$ cat src/perf_qual_regs.svh
// Purpose: Register offsets, field positions, reset values and timing counts
//          for the thread-qualified performance event block.
// Assumes: Registers are reached over the model-specific register port.
// Notes:   Offsets are 32-bit register addresses, not byte addresses.
`ifndef PERF_QUAL_REGS_SVH
`define PERF_QUAL_REGS_SVH

// ----------------------------------------------------------------------
// Register addresses
// ----------------------------------------------------------------------
`define ADDR_T0_CFG 32'h0000_0370
`define ADDR_T1_CFG 32'h0000_0371
`define ADDR_SAMPLE_EN 32'h0000_03A0
`define ADDR_T0_COUNT 32'h0000_03A1
`define ADDR_T1_COUNT 32'h0000_03A2
`define ADDR_TSC 32'h0000_03A3

// ----------------------------------------------------------------------
// Counter configuration fields
// ----------------------------------------------------------------------
`define CFG_THREAD1_USER_QUALIFY 0
`define CFG_THREAD1_KERNEL_QUALIFY 1
`define CFG_THREAD0_USER_QUALIFY 2
`define CFG_THREAD0_KERNEL_QUALIFY 3
`define CFG_ENABLE 12
`define CFG_PMI_T0 26
`define CFG_PMI_T1 27
`define CFG_OVF 31
`define CFG_MODE_LO 32
`define CFG_MODE_HI 33
`define CFG_WMASK 64'h0000_0003_8C00_100F
`define CFG_RESET 64'h0000_0000_0000_0000

// ----------------------------------------------------------------------
// Sample enable fields and timing
// ----------------------------------------------------------------------
`define SEN_OWN 25
`define SEN_SIBLING 26
`define SEN_RESET 2'h0
`define CNT_W 40
`define REF_PERIOD_NS 100
`define CLK_PERIOD_NS 8
`define REF_DIV_CYCLES (`REF_PERIOD_NS / `CLK_PERIOD_NS)

`endif

$ cat src/perf_qual_pkg.sv
// Purpose: Types shared by the thread-qualified performance event block.
// Assumes: Nothing beyond the register header.
// Notes:   Codes are fixed; counters decode them directly.
package perf_qual_pkg;

  // Counting mode of one counter
  typedef enum logic [1:0] {
    MODE_EVENT = 2'h0,
    MODE_NONHALTED = 2'h1,
    MODE_NONSLEEP = 2'h2,
    MODE_REFERENCE = 2'h3
  } count_mode_t;

  // Event class carried by the event stream
  typedef enum logic [1:0] {
    CLASS_EXECUTION = 2'h0,
    CLASS_FRONT_END = 2'h1,
    CLASS_REPLAY = 2'h2,
    CLASS_OTHER = 2'h3
  } event_class_t;

endpackage : perf_qual_pkg

$ cat src/thread_qualified_perf_events.sv
// Purpose: Two thread-qualified counters with precise sampling control,
//          clocktick modes and a time-stamp counter.
// Assumes: Register accesses are single-cycle strobes from either thread.
// Notes:   Read data and fault answer one cycle after the strobe.
`timescale 1ns/100ps
`include "perf_qual_regs.svh"
module thread_qualified_perf_events import perf_qual_pkg::*; (
  // Clock and reset
  input wire logic core_clk_i,
  input wire logic reset_i,
  // Register port
  input wire logic reg_wr_i,
  input wire logic reg_rd_i,
  input wire logic [31:0] reg_addr_i,
  input wire logic [63:0] reg_wdata_i,
  input wire logic [7:0] reg_initial_id_i,
  output logic [63:0] reg_rdata_o,
  output logic reg_rvalid_o,
  output logic reg_fault_o,
  // Thread state
  input wire logic dual_thread_i,
  input wire logic [1:0] t0_priv_i,
  input wire logic [1:0] t1_priv_i,
  input wire logic [1:0] halted_i,
  input wire logic [1:0] power_save_i,
  input wire logic package_sleep_i,
  input wire logic deep_sleep_i,
  // Event stream
  input wire logic event_valid_i,
  input wire logic event_thread_i,
  input wire logic thread_independent_event_i,
  input wire logic [1:0] event_class_i,
  // Sampling and interrupt requests
  output logic [1:0] precise_sample_o,
  output logic [1:0] overflow_irq_o
);

  // ----------------------------------------------------------------------
  // Storage
  // ----------------------------------------------------------------------
  logic [63:0] cfg_reg [2];
  logic [`CNT_W-1:0] count_reg [2];
  logic [63:0] tsc_reg;
  logic [1:0] sample_en_reg;
  logic [63:0] rdata_next;
  logic fault_next;

  // ----------------------------------------------------------------------
  // Helpers
  // ----------------------------------------------------------------------
  // Maps an own/sibling pair onto absolute threads
  function automatic logic [1:0] rel_to_abs(input logic me, input logic own,
                                            input logic sib);
    logic [1:0] r;
    r = 2'h0;
    r[me] = own;
    r[~me] = sib;
    return r;
  endfunction : rel_to_abs

  // True when the counter runs in the given mode
  function automatic logic is_mode(input logic [63:0] cfg, input count_mode_t m);
    return cfg[`CFG_MODE_HI:`CFG_MODE_LO] == m;
  endfunction : is_mode

  // ----------------------------------------------------------------------
  // Decode
  // ----------------------------------------------------------------------
  wire logic writer_thread = reg_initial_id_i[0];
  wire logic hit_cfg0 = (reg_addr_i == `ADDR_T0_CFG);
  wire logic hit_cfg1 = (reg_addr_i == `ADDR_T1_CFG);
  wire logic hit_sen = (reg_addr_i == `ADDR_SAMPLE_EN);
  wire logic hit_cnt0 = (reg_addr_i == `ADDR_T0_COUNT);
  wire logic hit_cnt1 = (reg_addr_i == `ADDR_T1_COUNT);
  wire logic hit_tsc = (reg_addr_i == `ADDR_TSC);
  wire logic hit_any = hit_cfg0 | hit_cfg1 | hit_sen | hit_cnt0 | hit_cnt1 | hit_tsc;
  wire logic [1:0] wr_cfg = {2{reg_wr_i}} & {hit_cfg1, hit_cfg0};
  wire logic [1:0] wr_cnt = {2{reg_wr_i}} & {hit_cnt1, hit_cnt0};
  wire logic wr_sen = reg_wr_i & hit_sen;
  wire logic wr_tsc = reg_wr_i & hit_tsc;

  // Writer-relative bits become absolute thread enables
  wire logic [1:0] sen_written = rel_to_abs(writer_thread,
      reg_wdata_i[`SEN_OWN], reg_wdata_i[`SEN_SIBLING]);

  // ----------------------------------------------------------------------
  // Power gating and clockticks
  // ----------------------------------------------------------------------
  wire logic [1:0] nonhalted_tick;
  wire logic nonsleep_tick;
  wire logic [1:0] reference_tick;
  wire logic tsc_tick;
  wire logic powered_down;

  clocktick_gate u_gate (
    .core_clk_i(core_clk_i),
    .reset_i(reset_i),
    .dual_thread_i(dual_thread_i),
    .halted_i(halted_i),
    .power_save_i(power_save_i),
    .package_sleep_i(package_sleep_i),
    .deep_sleep_i(deep_sleep_i),
    .nonhalted_tick_o(nonhalted_tick),
    .nonsleep_tick_o(nonsleep_tick),
    .reference_tick_o(reference_tick),
    .tsc_tick_o(tsc_tick),
    .powered_down_o(powered_down)
  );

  // ----------------------------------------------------------------------
  // Per-counter qualification
  // ----------------------------------------------------------------------
  wire logic [1:0] qualified;
  wire logic [1:0] inc;
  wire logic [1:0] wraps;
  wire logic [1:0] ovf_event;
  wire logic [1:0] sample_fire;
  wire logic precise_class = (event_class_i != CLASS_OTHER);

  genvar g;
  generate
    for (g = 0; g < 2; g++) begin : g_ctr
      event_qualify u_qual (
        .flags_i(cfg_reg[g][3:0]),
        .t0_priv_i(t0_priv_i),
        .t1_priv_i(t1_priv_i),
        .event_thread_i(event_thread_i),
        .thread_independent_event_i(thread_independent_event_i),
        .qualified_o(qualified[g])
      );

      // Source of one increment for this counter, by mode
      wire logic src_event = event_valid_i & qualified[g];
      wire logic src_tick =
          (is_mode(cfg_reg[g], MODE_NONHALTED) & nonhalted_tick[g]) |
          (is_mode(cfg_reg[g], MODE_NONSLEEP) & nonsleep_tick) |
          (is_mode(cfg_reg[g], MODE_REFERENCE) & reference_tick[g]);
      wire logic src_pick = is_mode(cfg_reg[g], MODE_EVENT) ? src_event : src_tick;

      // Frozen while powered down; a write to this counter takes the cycle
      assign inc[g] = cfg_reg[g][`CFG_ENABLE] & ~powered_down & src_pick & ~wr_cnt[g];
      assign wraps[g] = inc[g] & (&count_reg[g]);
      assign ovf_event[g] = wraps[g] | (inc[g] & cfg_reg[g][`CFG_OVF]);

      // Sampling stays with the counter bound to this thread
      assign sample_fire[g] = wraps[g] & is_mode(cfg_reg[g], MODE_EVENT) &
          sample_en_reg[g] & precise_class & (event_thread_i == 1'(g));
    end
  endgenerate

  // ----------------------------------------------------------------------
  // Configuration registers
  // ----------------------------------------------------------------------
  // Overflow flag is sticky; a wrap beats a clearing write
  always_ff @(posedge core_clk_i) begin
    for (int i = 0; i < 2; i++) begin
      if (reset_i) begin
        cfg_reg[i] <= `CFG_RESET;
      end else begin
        if (wr_cfg[i]) begin
          cfg_reg[i] <= reg_wdata_i & `CFG_WMASK;
        end
        if (wraps[i]) begin
          cfg_reg[i][`CFG_OVF] <= 1'b1;
        end
      end
    end
  end

  // ----------------------------------------------------------------------
  // Event counters
  // ----------------------------------------------------------------------
  always_ff @(posedge core_clk_i) begin
    for (int i = 0; i < 2; i++) begin
      if (reset_i) begin
        count_reg[i] <= '0;
      end else if (wr_cnt[i]) begin
        count_reg[i] <= reg_wdata_i[`CNT_W-1:0];
      end else if (inc[i]) begin
        count_reg[i] <= count_reg[i] + `CNT_W'(1);
      end
    end
  end

  // ----------------------------------------------------------------------
  // Time-stamp counter
  // ----------------------------------------------------------------------
  // Keeps running through light halt, stops only in deep sleep
  always_ff @(posedge core_clk_i) begin
    if (reset_i) begin
      tsc_reg <= 64'h0000_0000_0000_0000;
    end else if (wr_tsc) begin
      tsc_reg <= reg_wdata_i;
    end else if (tsc_tick) begin
      tsc_reg <= tsc_reg + 64'h0000_0000_0000_0001;
    end
  end

  // ----------------------------------------------------------------------
  // Precise sampling enable
  // ----------------------------------------------------------------------
  // Held by absolute thread so a later reader sees its own view
  always_ff @(posedge core_clk_i) begin
    if (reset_i) begin
      sample_en_reg <= `SEN_RESET;
    end else if (wr_sen) begin
      sample_en_reg <= sen_written;
    end
  end

  // ----------------------------------------------------------------------
  // Read path
  // ----------------------------------------------------------------------
  // Enable register reads back relative to the reading thread
  always_comb begin
    rdata_next = 64'h0000_0000_0000_0000;
    fault_next = 1'b0;
    if (hit_cfg0) begin
      rdata_next = cfg_reg[0];
    end else if (hit_cfg1) begin
      rdata_next = cfg_reg[1];
    end else if (hit_sen) begin
      rdata_next[`SEN_OWN] = sample_en_reg[writer_thread];
      rdata_next[`SEN_SIBLING] = sample_en_reg[~writer_thread];
    end else if (hit_cnt0) begin
      rdata_next[`CNT_W-1:0] = count_reg[0];
    end else if (hit_cnt1) begin
      rdata_next[`CNT_W-1:0] = count_reg[1];
    end else if (hit_tsc) begin
      rdata_next = tsc_reg;
    end
    if (!hit_any) begin
      fault_next = 1'b1;
    end
  end

  // Answer registered one cycle after the strobe
  always_ff @(posedge core_clk_i) begin
    if (reset_i) begin
      reg_rdata_o <= 64'h0000_0000_0000_0000;
      reg_rvalid_o <= 1'b0;
      reg_fault_o <= 1'b0;
    end else begin
      reg_rdata_o <= reg_rd_i ? rdata_next : 64'h0000_0000_0000_0000;
      reg_rvalid_o <= reg_rd_i;
      reg_fault_o <= (reg_rd_i | reg_wr_i) & fault_next;
    end
  end

  // ----------------------------------------------------------------------
  // Sample and interrupt requests
  // ----------------------------------------------------------------------
  // Interrupt goes to each thread whose routing bit is set
  always_ff @(posedge core_clk_i) begin
    if (reset_i) begin
      precise_sample_o <= 2'h0;
      overflow_irq_o <= 2'h0;
    end else begin
      precise_sample_o <= sample_fire;
      overflow_irq_o[0] <= (ovf_event[0] & cfg_reg[0][`CFG_PMI_T0]) |
                           (ovf_event[1] & cfg_reg[1][`CFG_PMI_T0]);
      overflow_irq_o[1] <= (ovf_event[0] & cfg_reg[0][`CFG_PMI_T1]) |
                           (ovf_event[1] & cfg_reg[1][`CFG_PMI_T1]);
    end
  end

endmodule : thread_qualified_perf_events

$ cat src/event_qualify.sv
// Purpose: Privilege and thread qualification of one event for one counter.
// Assumes: Privilege 0 is kernel, 1 to 3 user.
// Notes:   Purely combinational.
`timescale 1ns/100ps
`include "perf_qual_regs.svh"
module event_qualify import perf_qual_pkg::*; (
  // Qualification flags
  input wire logic [3:0] flags_i,
  // Thread privilege levels
  input wire logic [1:0] t0_priv_i,
  input wire logic [1:0] t1_priv_i,
  // Event attributes
  input wire logic event_thread_i,
  input wire logic thread_independent_event_i,
  // Result
  output logic qualified_o
);

  wire logic t0_user = (t0_priv_i != 2'h0);
  wire logic t1_user = (t1_priv_i != 2'h0);
  wire logic thread0_user_qualify = flags_i[`CFG_THREAD0_USER_QUALIFY];
  wire logic thread0_kernel_qualify = flags_i[`CFG_THREAD0_KERNEL_QUALIFY];
  wire logic thread1_user_qualify = flags_i[`CFG_THREAD1_USER_QUALIFY];
  wire logic thread1_kernel_qualify = flags_i[`CFG_THREAD1_KERNEL_QUALIFY];

  // Specific events look only at the owning thread
  wire logic ts_t0 = (thread0_user_qualify & t0_user) | (thread0_kernel_qualify & ~t0_user);
  wire logic ts_t1 = (thread1_user_qualify & t1_user) | (thread1_kernel_qualify & ~t1_user);
  wire logic ts_hit = event_thread_i ? ts_t1 : ts_t0;

  // Independent events merge both threads' flags
  wire logic usr_any = thread0_user_qualify | thread1_user_qualify;
  wire logic os_any = thread0_kernel_qualify | thread1_kernel_qualify;
  wire logic ti_hit = (usr_any & (t0_user | t1_user)) | (os_any & (~t0_user | ~t1_user));

  assign qualified_o = thread_independent_event_i ? ti_hit : ts_hit;

endmodule : event_qualify

$ cat src/clocktick_gate.sv
// Purpose: Power-state gating of clocktick counting and reference tick.
// Assumes: Halt and power-save inputs are synchronous to the core clock.
// Notes:   Reference tick is a one-cycle enable from a free divider.
`timescale 1ns/100ps
`include "perf_qual_regs.svh"
module clocktick_gate (
  // Clock and reset
  input wire logic core_clk_i,
  input wire logic reset_i,
  // Power state
  input wire logic dual_thread_i,
  input wire logic [1:0] halted_i,
  input wire logic [1:0] power_save_i,
  input wire logic package_sleep_i,
  input wire logic deep_sleep_i,
  // Tick enables
  output logic [1:0] nonhalted_tick_o,
  output logic nonsleep_tick_o,
  output logic [1:0] reference_tick_o,
  output logic tsc_tick_o,
  output logic powered_down_o
);

  localparam logic [7:0] REF_LAST = 8'(`REF_DIV_CYCLES - 1);
  logic [7:0] ref_cnt_reg;
  wire logic ref_pulse = (ref_cnt_reg == REF_LAST);

  // Divider gives one pulse every REF_DIV_CYCLES core clocks, so its rate follows the core clock
  always_ff @(posedge core_clk_i) begin
    if (reset_i || ref_pulse) begin
      ref_cnt_reg <= 8'h00;
    end else begin
      ref_cnt_reg <= ref_cnt_reg + 8'h01;
    end
  end

  // With dual_thread_i one halted thread keeps counters alive; otherwise a halted thread 0 powers them down
  assign powered_down_o = dual_thread_i ? (&halted_i) : halted_i[0];
  assign nonhalted_tick_o = ~halted_i & ~power_save_i;
  assign nonsleep_tick_o = ~package_sleep_i;
  assign reference_tick_o = {2{ref_pulse}} & ~halted_i;
  assign tsc_tick_o = ~deep_sleep_i;

endmodule : clocktick_gate

$ cat config.mk
export PLATFORM = sky130hd
export DESIGN_NAME = thread_qualified_perf_events
export DESIGN_NICKNAME = d
export VERILOG_FILES = /design/src/perf_qual_pkg.sv /design/src/thread_qualified_perf_events.sv /design/src/event_qualify.sv /design/src/clocktick_gate.sv
export VERILOG_INCLUDE_DIRS = /design/src
export SDC_FILE = /design/constraint.sdc
export NUM_CORES = 1
export LEC_CHECK = 0
export ABC_AREA = 1
export BUFFER_PORTS_ARGS = -buffer_cell sky130_fd_sc_hd__buf_4
export CORE_UTILIZATION = 40
export CTS_CLUSTER_DIAMETER = 30
export DETAILED_ROUTE_END_ITERATION = 12
export SETUP_SLACK_MARGIN = 0.5
export SLEW_MARGIN = 10
export SYNTH_ARGS = -nofsm -noshare
export SYNTH_HDL_FRONTEND = slang
export SYNTH_SLANG_ARGS = --single-unit
export TNS_END_PERCENT = 1
$ cat constraint.sdc
create_clock -name core_clk_i -period 5.3 [get_ports core_clk_i]
set_clock_uncertainty 0.15 [all_clocks]
set_input_delay 0.265 -clock core_clk_i [delete_from_list [all_inputs] [get_ports core_clk_i]]
set_output_delay 0.265 -clock core_clk_i [all_outputs]
set_load 0.03 [all_outputs]
# Word level (Yosys, flattened, before mapping)
# Memory sizes are Yosys's and may differ from the RTL's.
# Cells that the tools add are included.
# totals
latchBits	0
memories	2
wordCells	204
reg_bits	144
mem_bits_ro	0
out_inout_bits	70
inputBits	124
mem_bits_rw	100
# memory_table
memory	words	width	read_ports	rd_clocked_by_memory_dff	wr	line	source
count_reg	2	40	2	0	2	thread_qualified_perf_events.sv:42	logic [`CNT_W-1:0] count_reg [2];
cfg_reg	2	10	2	0	2	thread_qualified_perf_events.sv:41	logic [63:0] cfg_reg [2];
# classes
n_reduce_logical	11
muxes	65
shift	0
eq_ne	15
mul	0
n_div	0
bitwise	95
n_lt_le_gt_ge	4
n_addsub	4
# op_table
operator	count
$mux W64	5
$mux W40	6
$eq A32 B10 Y1 const B	6
$add A40 B1 Y40 const B	2
$reduce_and A40 Y1	2
$add A64 B1 Y64 const B	1
$mux W24	2
$and A1 B1 Y1	45
$mux W1	44
$mux W37	1
$or A1 B1 Y1	34
$mux W25	1
$mux W10	2
$and A2 B2 Y2	5
$not A1 Y1	9
$add A8 B1 Y8 const B	1
$eq A2 B2 Y1 const B	4
$eq A8 B4 Y1 const B	1
$eq A2 B1 Y1 const B	2
$logic_not A2 Y1	2
$lt A1 B2 Y1 const B	2
$not A2 Y2	2
$reduce_bool A2 Y1	2
$bwmux W2	1
other kinds (9)	12

# Depth between registers and ports, before layout
# Gate-level depths: netlist of the first run.
# logic_depth
depth_word	15
ltp_mapped	15
mapped_depth_nobuf	14

# Hierarchy
# From an unflattened synthesis of the first run, not the netlist that was laid out.
# unflattened
hier_cells	2388
area_unflattened_um2	15601.2
# modules_own_cells
mod	cells_per_inst	seq_area_each_um2	area_per_inst_um2	n_inst
thread_qualified_perf_events	2287	5725.5	14980.6	1
clocktick_gate	63	160.2	442.9	1
event_qualify	19	0.0	88.8	2

# Least setup slack after synthesis of the first run
# No wires, ideal clock.
# synth_path
path_kind	input port to flip-flop
start	input reg_addr_i[23]
end	memory count_reg[0][0] in the netlist's numbering, enable pin
setup_time_ns	0.634
path_buffers	1
path_slack_ns	2.247
cell_stages	11
required_ns	4.516
arrival_time_ns	2.270
cell_sequence	nor2_1 nand2_1 nor2_2 nand2_4 nor2_8 nand3_1 nand3_1 nor2_1 nand2_2 buf_2 nand3_1
# synth_lines
element	line	source
start: declaration	thread_qualified_perf_events.sv:14	input wire logic [31:0] reg_addr_i,
end: declaration	thread_qualified_perf_events.sv:42	

==> flow_metrics.py, run 1 <==
metrics = {
    "critical_path": {
        "crit_type": "reg -> reg",
        "critPathCaptureType": "flip-flop",
        "crit_required_ps": 5430,
        "critPathMaxFanout": 5,
        "worstPathArrival_ps": 3230,
        "cp-start-kind": "flip-flop",
    },
    "routing": {
        "firstDrtPassIters": 6,
        "drt-total-wl_um": 62500,
        "viasPerCell": 5.36,
        "routedWlPerCell_um": 20.6,
        "vias": 16300,
        "post-route-drc-count": 0,
        "drtIter0Drc": 1739,
        "ant_nets": 0,
    },
    "clocking": {
        "post_cts_buffers": 0,
        "cts_tree": "yes",
        "cts_inserted_buffers": 67,
        "clkSinkCount": 244,
        "h-tree-depth": 3,
        "cts_resized": 0,
        "worstSkewPairLatency_ps": 580,
        "cts_buffer_depth": 3,
        "cts_root_buf": "clkbuf_16",
        "clkSlewWorstSetupHoldPaths_ps": 40,
    },
    "layout": {
        "layout-drive-gt1-share_pct": 14.6,
        "mostFrequentLayoutCell": "nand2_1",
        "area_growth_pct": 31.2,
        "layout_common_cells": "nand2_1, nor2_1, inv_1",
        "nets": 2608,
        "seq_area_um2": 5890,
        "multi_input_comb_area_um2": 7900,
        "fin_area_um2": 19800,
        "largest_reg_flops": 80,
        "num-fill-cells": 3664,
    },
    "placement": {
        "place_area_um2": 16900,
        "io_buffers": 186,
        "routabilityCongestion": 0.984,
        "hpwl_um": 47600,
    },
    "logic_synthesis": {
        "synth_area_um2": 15100,
        "synth.distinct_cells": 45,
        "yosys_warnings": 0,
        "syn_inst": 2207,
        "avgSynthCellArea_um2": 6.85,
        "ys_seq_elements": 244,
        "ys_seq_area_share_pct": 38.9,
        "synth_nets": 2335,
    },
    "floorplan": {
        "core-area_um2": 36900,
        "die_w_um": 196,
        "die-area_um2": 38600,
        "num_rows": 70,
        "start_util_pct": 41.0,
        "die_y_um": 196,
        "ios": 194,
    },
    "timing": {
        "clock.fmax_mhz": 323,
        "finalMaxSlewViolations": 0,
        "fin_crit_ps": 3090,
        "rsz0062_at_grt": "no",
        "hold_violations": 0,
        "setup_viol": 0,
        "setup_tns_ps": 0,
        "tightest_slew_ps": 1210,
        "fin_crit_sh_pct": 58.4,
        "max_slew_margin_pct": 19.5,
    },
    "grt": {
        "grt_pass1_wl_um": 92700,
        "grt_pass1_vias": 15400,
        "overflow": 0,
        "antenna_found_initial": 0,
        "grt_max_degree": 63,
        "track_usage_pct": 32.2,
    },
    "run_status": {
        "status": "finished clean",
    },
    "pwr": {
        "peakVddDrop_uv": 248,
        "power.leakage_nw": 7.77,
        "p_per_area_nw_per_um2": 328,
    },
    "hold_path": {
        "hp-class": "in -> reg",
    },
    "flow_run": {
        "cap_viol_max_count": 0,
    },
}
report_power, final:
group	internal (mW)	switching (mW)
logic	0.148	0.243
registers	2.02	0.0624
clock network	2.79	1.24
total	4.95	1.55
layout make-up:
class	count	area share, %
flip-flops and latches	244	29.7
diodes	1	0.0126
multi-input cells	1638	39.8
clock buffers	88	9.90
repair buffers	264	10.9
inverters	265	5.03
well taps	504	3.18
clock inverters	34	1.56
kinds of logic (layout without fill, tap and decap cells):
kind of cell	after synthesis	after routing	synth area share (%)
buffers and inverters	325	651	8.93
AOI/OAI and AO/OA	296	296	10.3
and+or+nand+nor	1229	1229	35.1
xor gates and xnor gates	107	107	6.20
DFF	244	244	38.9
adders and majority gates	4	4	0.331
other	0	1	0
muxes	2	2	0.149
per-stage QoR:
stage	utilization (%)	total power [mW]	worst slack, ps	hold WS [ps]	std cells
floorplan	-	2.26	2250	266	2207
global placement	45.7	2.45	2130	279	2845
detailed placement	45.7	2.45	2050	294	2845
CTS	53.8	6.53	2260	25.0	3037
global route	53.8	6.67	2090	27.2	3037
finish	53.8	6.50	2210	34.3	3038
per-layer routing:
metal  share of wire, %  global-route usage [%]
met2                 45                    50.4
met3                7.4                    5.05
met4                4.3                    15.0
met1                 44                    43.5
met5                  0                       0
final timing paths:
| path | start | to | slack [ps] | depth (start not counted) |
|---|---|---|---|---|
| worst min-delay path | reg_wdata_i[29] | count_reg[0][29] | 30 | 3 |
| worst min register to register | u_gate.ref_cnt_reg[0] | u_gate.ref_cnt_reg[0] | 300 | 1 |
| worst max register to register | count_reg[1][1] | cfg_reg[1][7] | 2210 | 11 |
| worst max-delay path | count_reg[1][1] | cfg_reg[1][7] | 2210 | 11 |
Yosys cell counts:
cell type / number / area share [%]
nand2_1: 550 / 14
nor2_1: 363 / 9.0
inv_1: 254 / 6.3
dfxtp_1: 144 / 19
o21ai_0: 133 / 4.4
nand3_1: 111 / 3.7
edfxtp_1: 100 / 20
a21oi_1: 94 / 3.1
nor3_1: 86 / 2.8
xor2_1: 80 / 4.6
nand4_1: 43 / 1.8
a31oi_1: 31 / 1.3
xnor2_1: 27 / 1.6
clkbuf_1: 25 / 0.62
o21ai_1: 19 / 0.63
buf_2: 17 / 0.56
nor2_2: 14 / 0.58
buf_6: 12 / 0.89
nor4_1: 10 / 0.41
inv_2: 9 / 0.22
nand3b_1: 9 / 0.45
o22ai_1: 9 / 0.37
nand2_2: 8 / 0.33
nand3_2: 6 / 0.40
nand2_4: 5 / 0.37
nor2_4: 5 / 0.37
buf_4: 4 / 0.20
ha_1: 4 / 0.33
nor2b_1: 4 / 0.17
or2_2: 4 / 0.17
nor2_8: 3 / 0.40
nor3_2: 3 / 0.20
o2111ai_1: 3 / 0.17
a211oi_1: 2 / 0.099
and2_1: 2 / 0.083
clkinv_2: 2 / 0.066
mux2_2: 2 / 0.15
o211ai_1: 2 / 0.099
o21bai_1: 2 / 0.099
buf_1: 1 / 0.025
clkbuf_2: 1 / 0.033
nand3_4: 1 / 0.12
nor3b_1: 1 / 0.050
nor3b_2: 1 / 0.083
o21ai_2: 1 / 0.058
timing repair:
action,CTS,global route
hold buffers,70,0
setup endpoints to repair,0,0
endpoints found under the hold margin,111,0
worst max-delay path: stages (launching register included):
cell and delay (ps):
edfxtp_1 460, ha_1 330, nand2_1 150, nor2_4 200, nand2_2 150, nor2_2 210
nand3_1 130, nor2_1 230, nand4_1 350, inv_1 130, nand2_1 170, nand2_1 130
(Power assumes the default switching activity.)
==> run 2: changes to the inputs <==
clock period = 2.6 ns   (was 5.3 ns; I/O delays follow)
==> flow_metrics.py, run 2 (synthesized netlist as in run 1, its figures left out) <==
metrics = {
    "run_status": {
        "status": "finished clean",
    },
    "timing": {
        "setup_viol": 0,
        "hold_violations": 0,
        "max_slew_margin_pct": 38.3,
        "setup_tns_ps": 0,
        "fin_crit_ps": 2310,
        "clock.fmax_mhz": 433,
        "fin_crit_sh_pct": 88.8,
        "fin_ws_ps": 292,
        "finalMaxSlewViolations": 0,
        "tightest_slew_ps": 924,
        "rsz0062_at_grt": "yes",
    },
    "critical_path": {
        "crit_end": "count_reg[1][25]",
        "r2r_start": "count_reg[1][1]",
        "crit_required_ps": 2830,
        "crit_type": "reg -> reg",
        "timing.rr.end": "count_reg[1][25]",
        "critPathLaunch": "count_reg[1][1]",
        "cp-start-kind": "flip-flop",
        "critPathMaxFanout": 4,
        "critPathCaptureType": "flip-flop",
        "worstPathArrival_ps": 2540,
        "r2r_cells": 11,
        "r2r_slack_ps": 290,
    },
    "routing": {
        "routedWlPerCell_um": 20.8,
        "drt-total-wl_um": 65300,
        "viasPerCell": 5.26,
        "drtIter0Drc": 1403,
        "vias": 16500,
        "firstDrtPassIters": 6,
        "ant_nets": 0,
        "post-route-drc-count": 0,
    },
    "grt": {
        "busiest_layer": "met2",
        "met3_usage_pct": 5.54,
        "grt_max_degree": 61,
        "use_met2_pct": 54.2,
        "grt_pass1_vias": 16100,
        "use_met1_pct": 45.1,
        "overflow": 0,
        "grt_pass1_wl_um": 97200,
        "antenna_found_initial": 0,
        "track_usage_pct": 33.8,
    },
    "layout": {
        "seq_area_um2": 5890,
        "area_growth_pct": 38.3,
        "nets": 2705,
        "num-fill-cells": 3616,
        "fin_util_pct": 56.7,
        "fin_area_um2": 20900,
        "layout-drive-gt1-share_pct": 20.2,
        "layout_common_cells": "nand2_1, nor2_1, buf_4",
        "instances_no_fill": 3135,
        "largest_reg_flops": 80,
        "mostFrequentLayoutCell": "nand2_1",
        "multi_input_comb_area_um2": 8210,
    },
    "clocking": {
        "cts_buffer_depth": 3,
        "cts_inserted_buffers": 61,
        "clkSlewWorstSetupHoldPaths_ps": 50,
        "cts_tree": "yes",
        "cts_root_buf": "clkbuf_16",
        "worstSkewPairLatency_ps": 630,
        "h-tree-depth": 2,
        "clkSinkCount": 244,
    },
    "pwr": {
        "peakVddDrop_uv": 478,
        "p_switching_mw": 3.46,
        "seqPwrFrac_pct": 33.7,
        "p_sw_share_pct": 27.6,
        "internal_power_mw": 9.08,
        "comb_power_share_pct": 7.4,
        "power.share.clock_pct": 58.9,
        "p_per_area_nw_per_um2": 600,
        "power.leakage_nw": 8.26,
    },
    "placement": {
        "hpwl_um": 50100,
        "place_ws_ps": 43.3,
        "numPlacedInstances": 2908,
        "place_area_um2": 17400,
        "io_buffers": 186,
        "routabilityCongestion": 0.984,
    },
    "hold_path": {
        "hp-class": "in -> reg",
    },
    "floorplan": {
        "die-area_um2": 38600,
        "start_util_pct": 41.0,
        "die_w_um": 196,
        "ios": 194,
        "die_y_um": 196,
        "core-area_um2": 36900,
        "num_rows": 70,
    },
    "flow_run": {
        "cap_viol_max_count": 0,
    },
}
## run 2: cell count changes in the layout (fill, tap and decap cells not counted), moves of 12 or more
cell,delta
clkinv_2,-14
buf_4,+77
inv_6,+21
nor2_1,-20
buf_12,+12
nor2_2,+12
nand2_2,+13
nand2_1,-13
## run 2: how the worst min path moves through the flow
stage                         start                  end  slack (ps)  cells past startpoint
finish                reg_addr_i[7]      reg_rdata_o[26]          40                      8
global route                reset_i          tsc_reg[43]          70                      3
CTS                   reg_addr_i[2]      reg_rdata_o[26]          20                      8
detailed placement  reg_wdata_i[51]          tsc_reg[51]         280                      3
global placement    reg_wdata_i[46]          tsc_reg[46]         270                      3
floorplan            event_thread_i  precise_sample_o[1]         130                      2
## run 2: power by group through the flow
stage | registers [mW] | clock network (mW) | logic (mW)
floorplan | 4.25 | 0 | 0.354
global placement | 4.29 | 0 | 0.755
detailed placement | 4.29 | 0 | 0.762
CTS | 4.22 | 7.45 | 0.899
global route | 4.23 | 7.65 | 0.993
finish | 4.22 | 7.39 | 0.932
## run 2: per-stage QoR
stage | hold slack, ps | total power, mW
final | 40.3 | 12.5
after detailed placement | 277 | 5.05
after global placement | 271 | 5.04
after global routing | 65.2 | 12.9
after floorplan | 131 | 4.60
after CTS | 19.0 | 12.6
## run 2: per-layer routing
metal	vias up	routed length, µm
met5	-	0
met4	0	2690
met3	120	4260
met2	631	29400
met1	7798	28900
li1	7932	-
## run 2: area by class of cell
type | instances | area share (%)
antenna | 1 | 0.0120
clock buffer | 67 | 7.70
clock inverter | 49 | 1.96
tap | 504 | 3.01
timing repair buffer | 367 | 15.1
sequential | 244 | 28.2
multi-input combinational | 1638 | 39.2
inverter | 265 | 4.79
## run 2: worst max-delay path, stage by stage (launching register included)
cell and delay (ps):
edfxtp_1 420, buf_4 140, nand3_2 140, inv_2 100, nand2_2 80, nor2_4 160
buf_4 130, nor3b_4 290, nand3_2 140, xor2_1 170, nor2_1 90, nor2_1 50
## run 2: what timing repair did
action,CTS,global route
gates resized for setup,45,44
buffers inserted,19,13
cloned,2,0
hold buffers,76,0
hold endpoints to repair,181,0
pin swaps,13,11
setup endpoints to repair,197,264
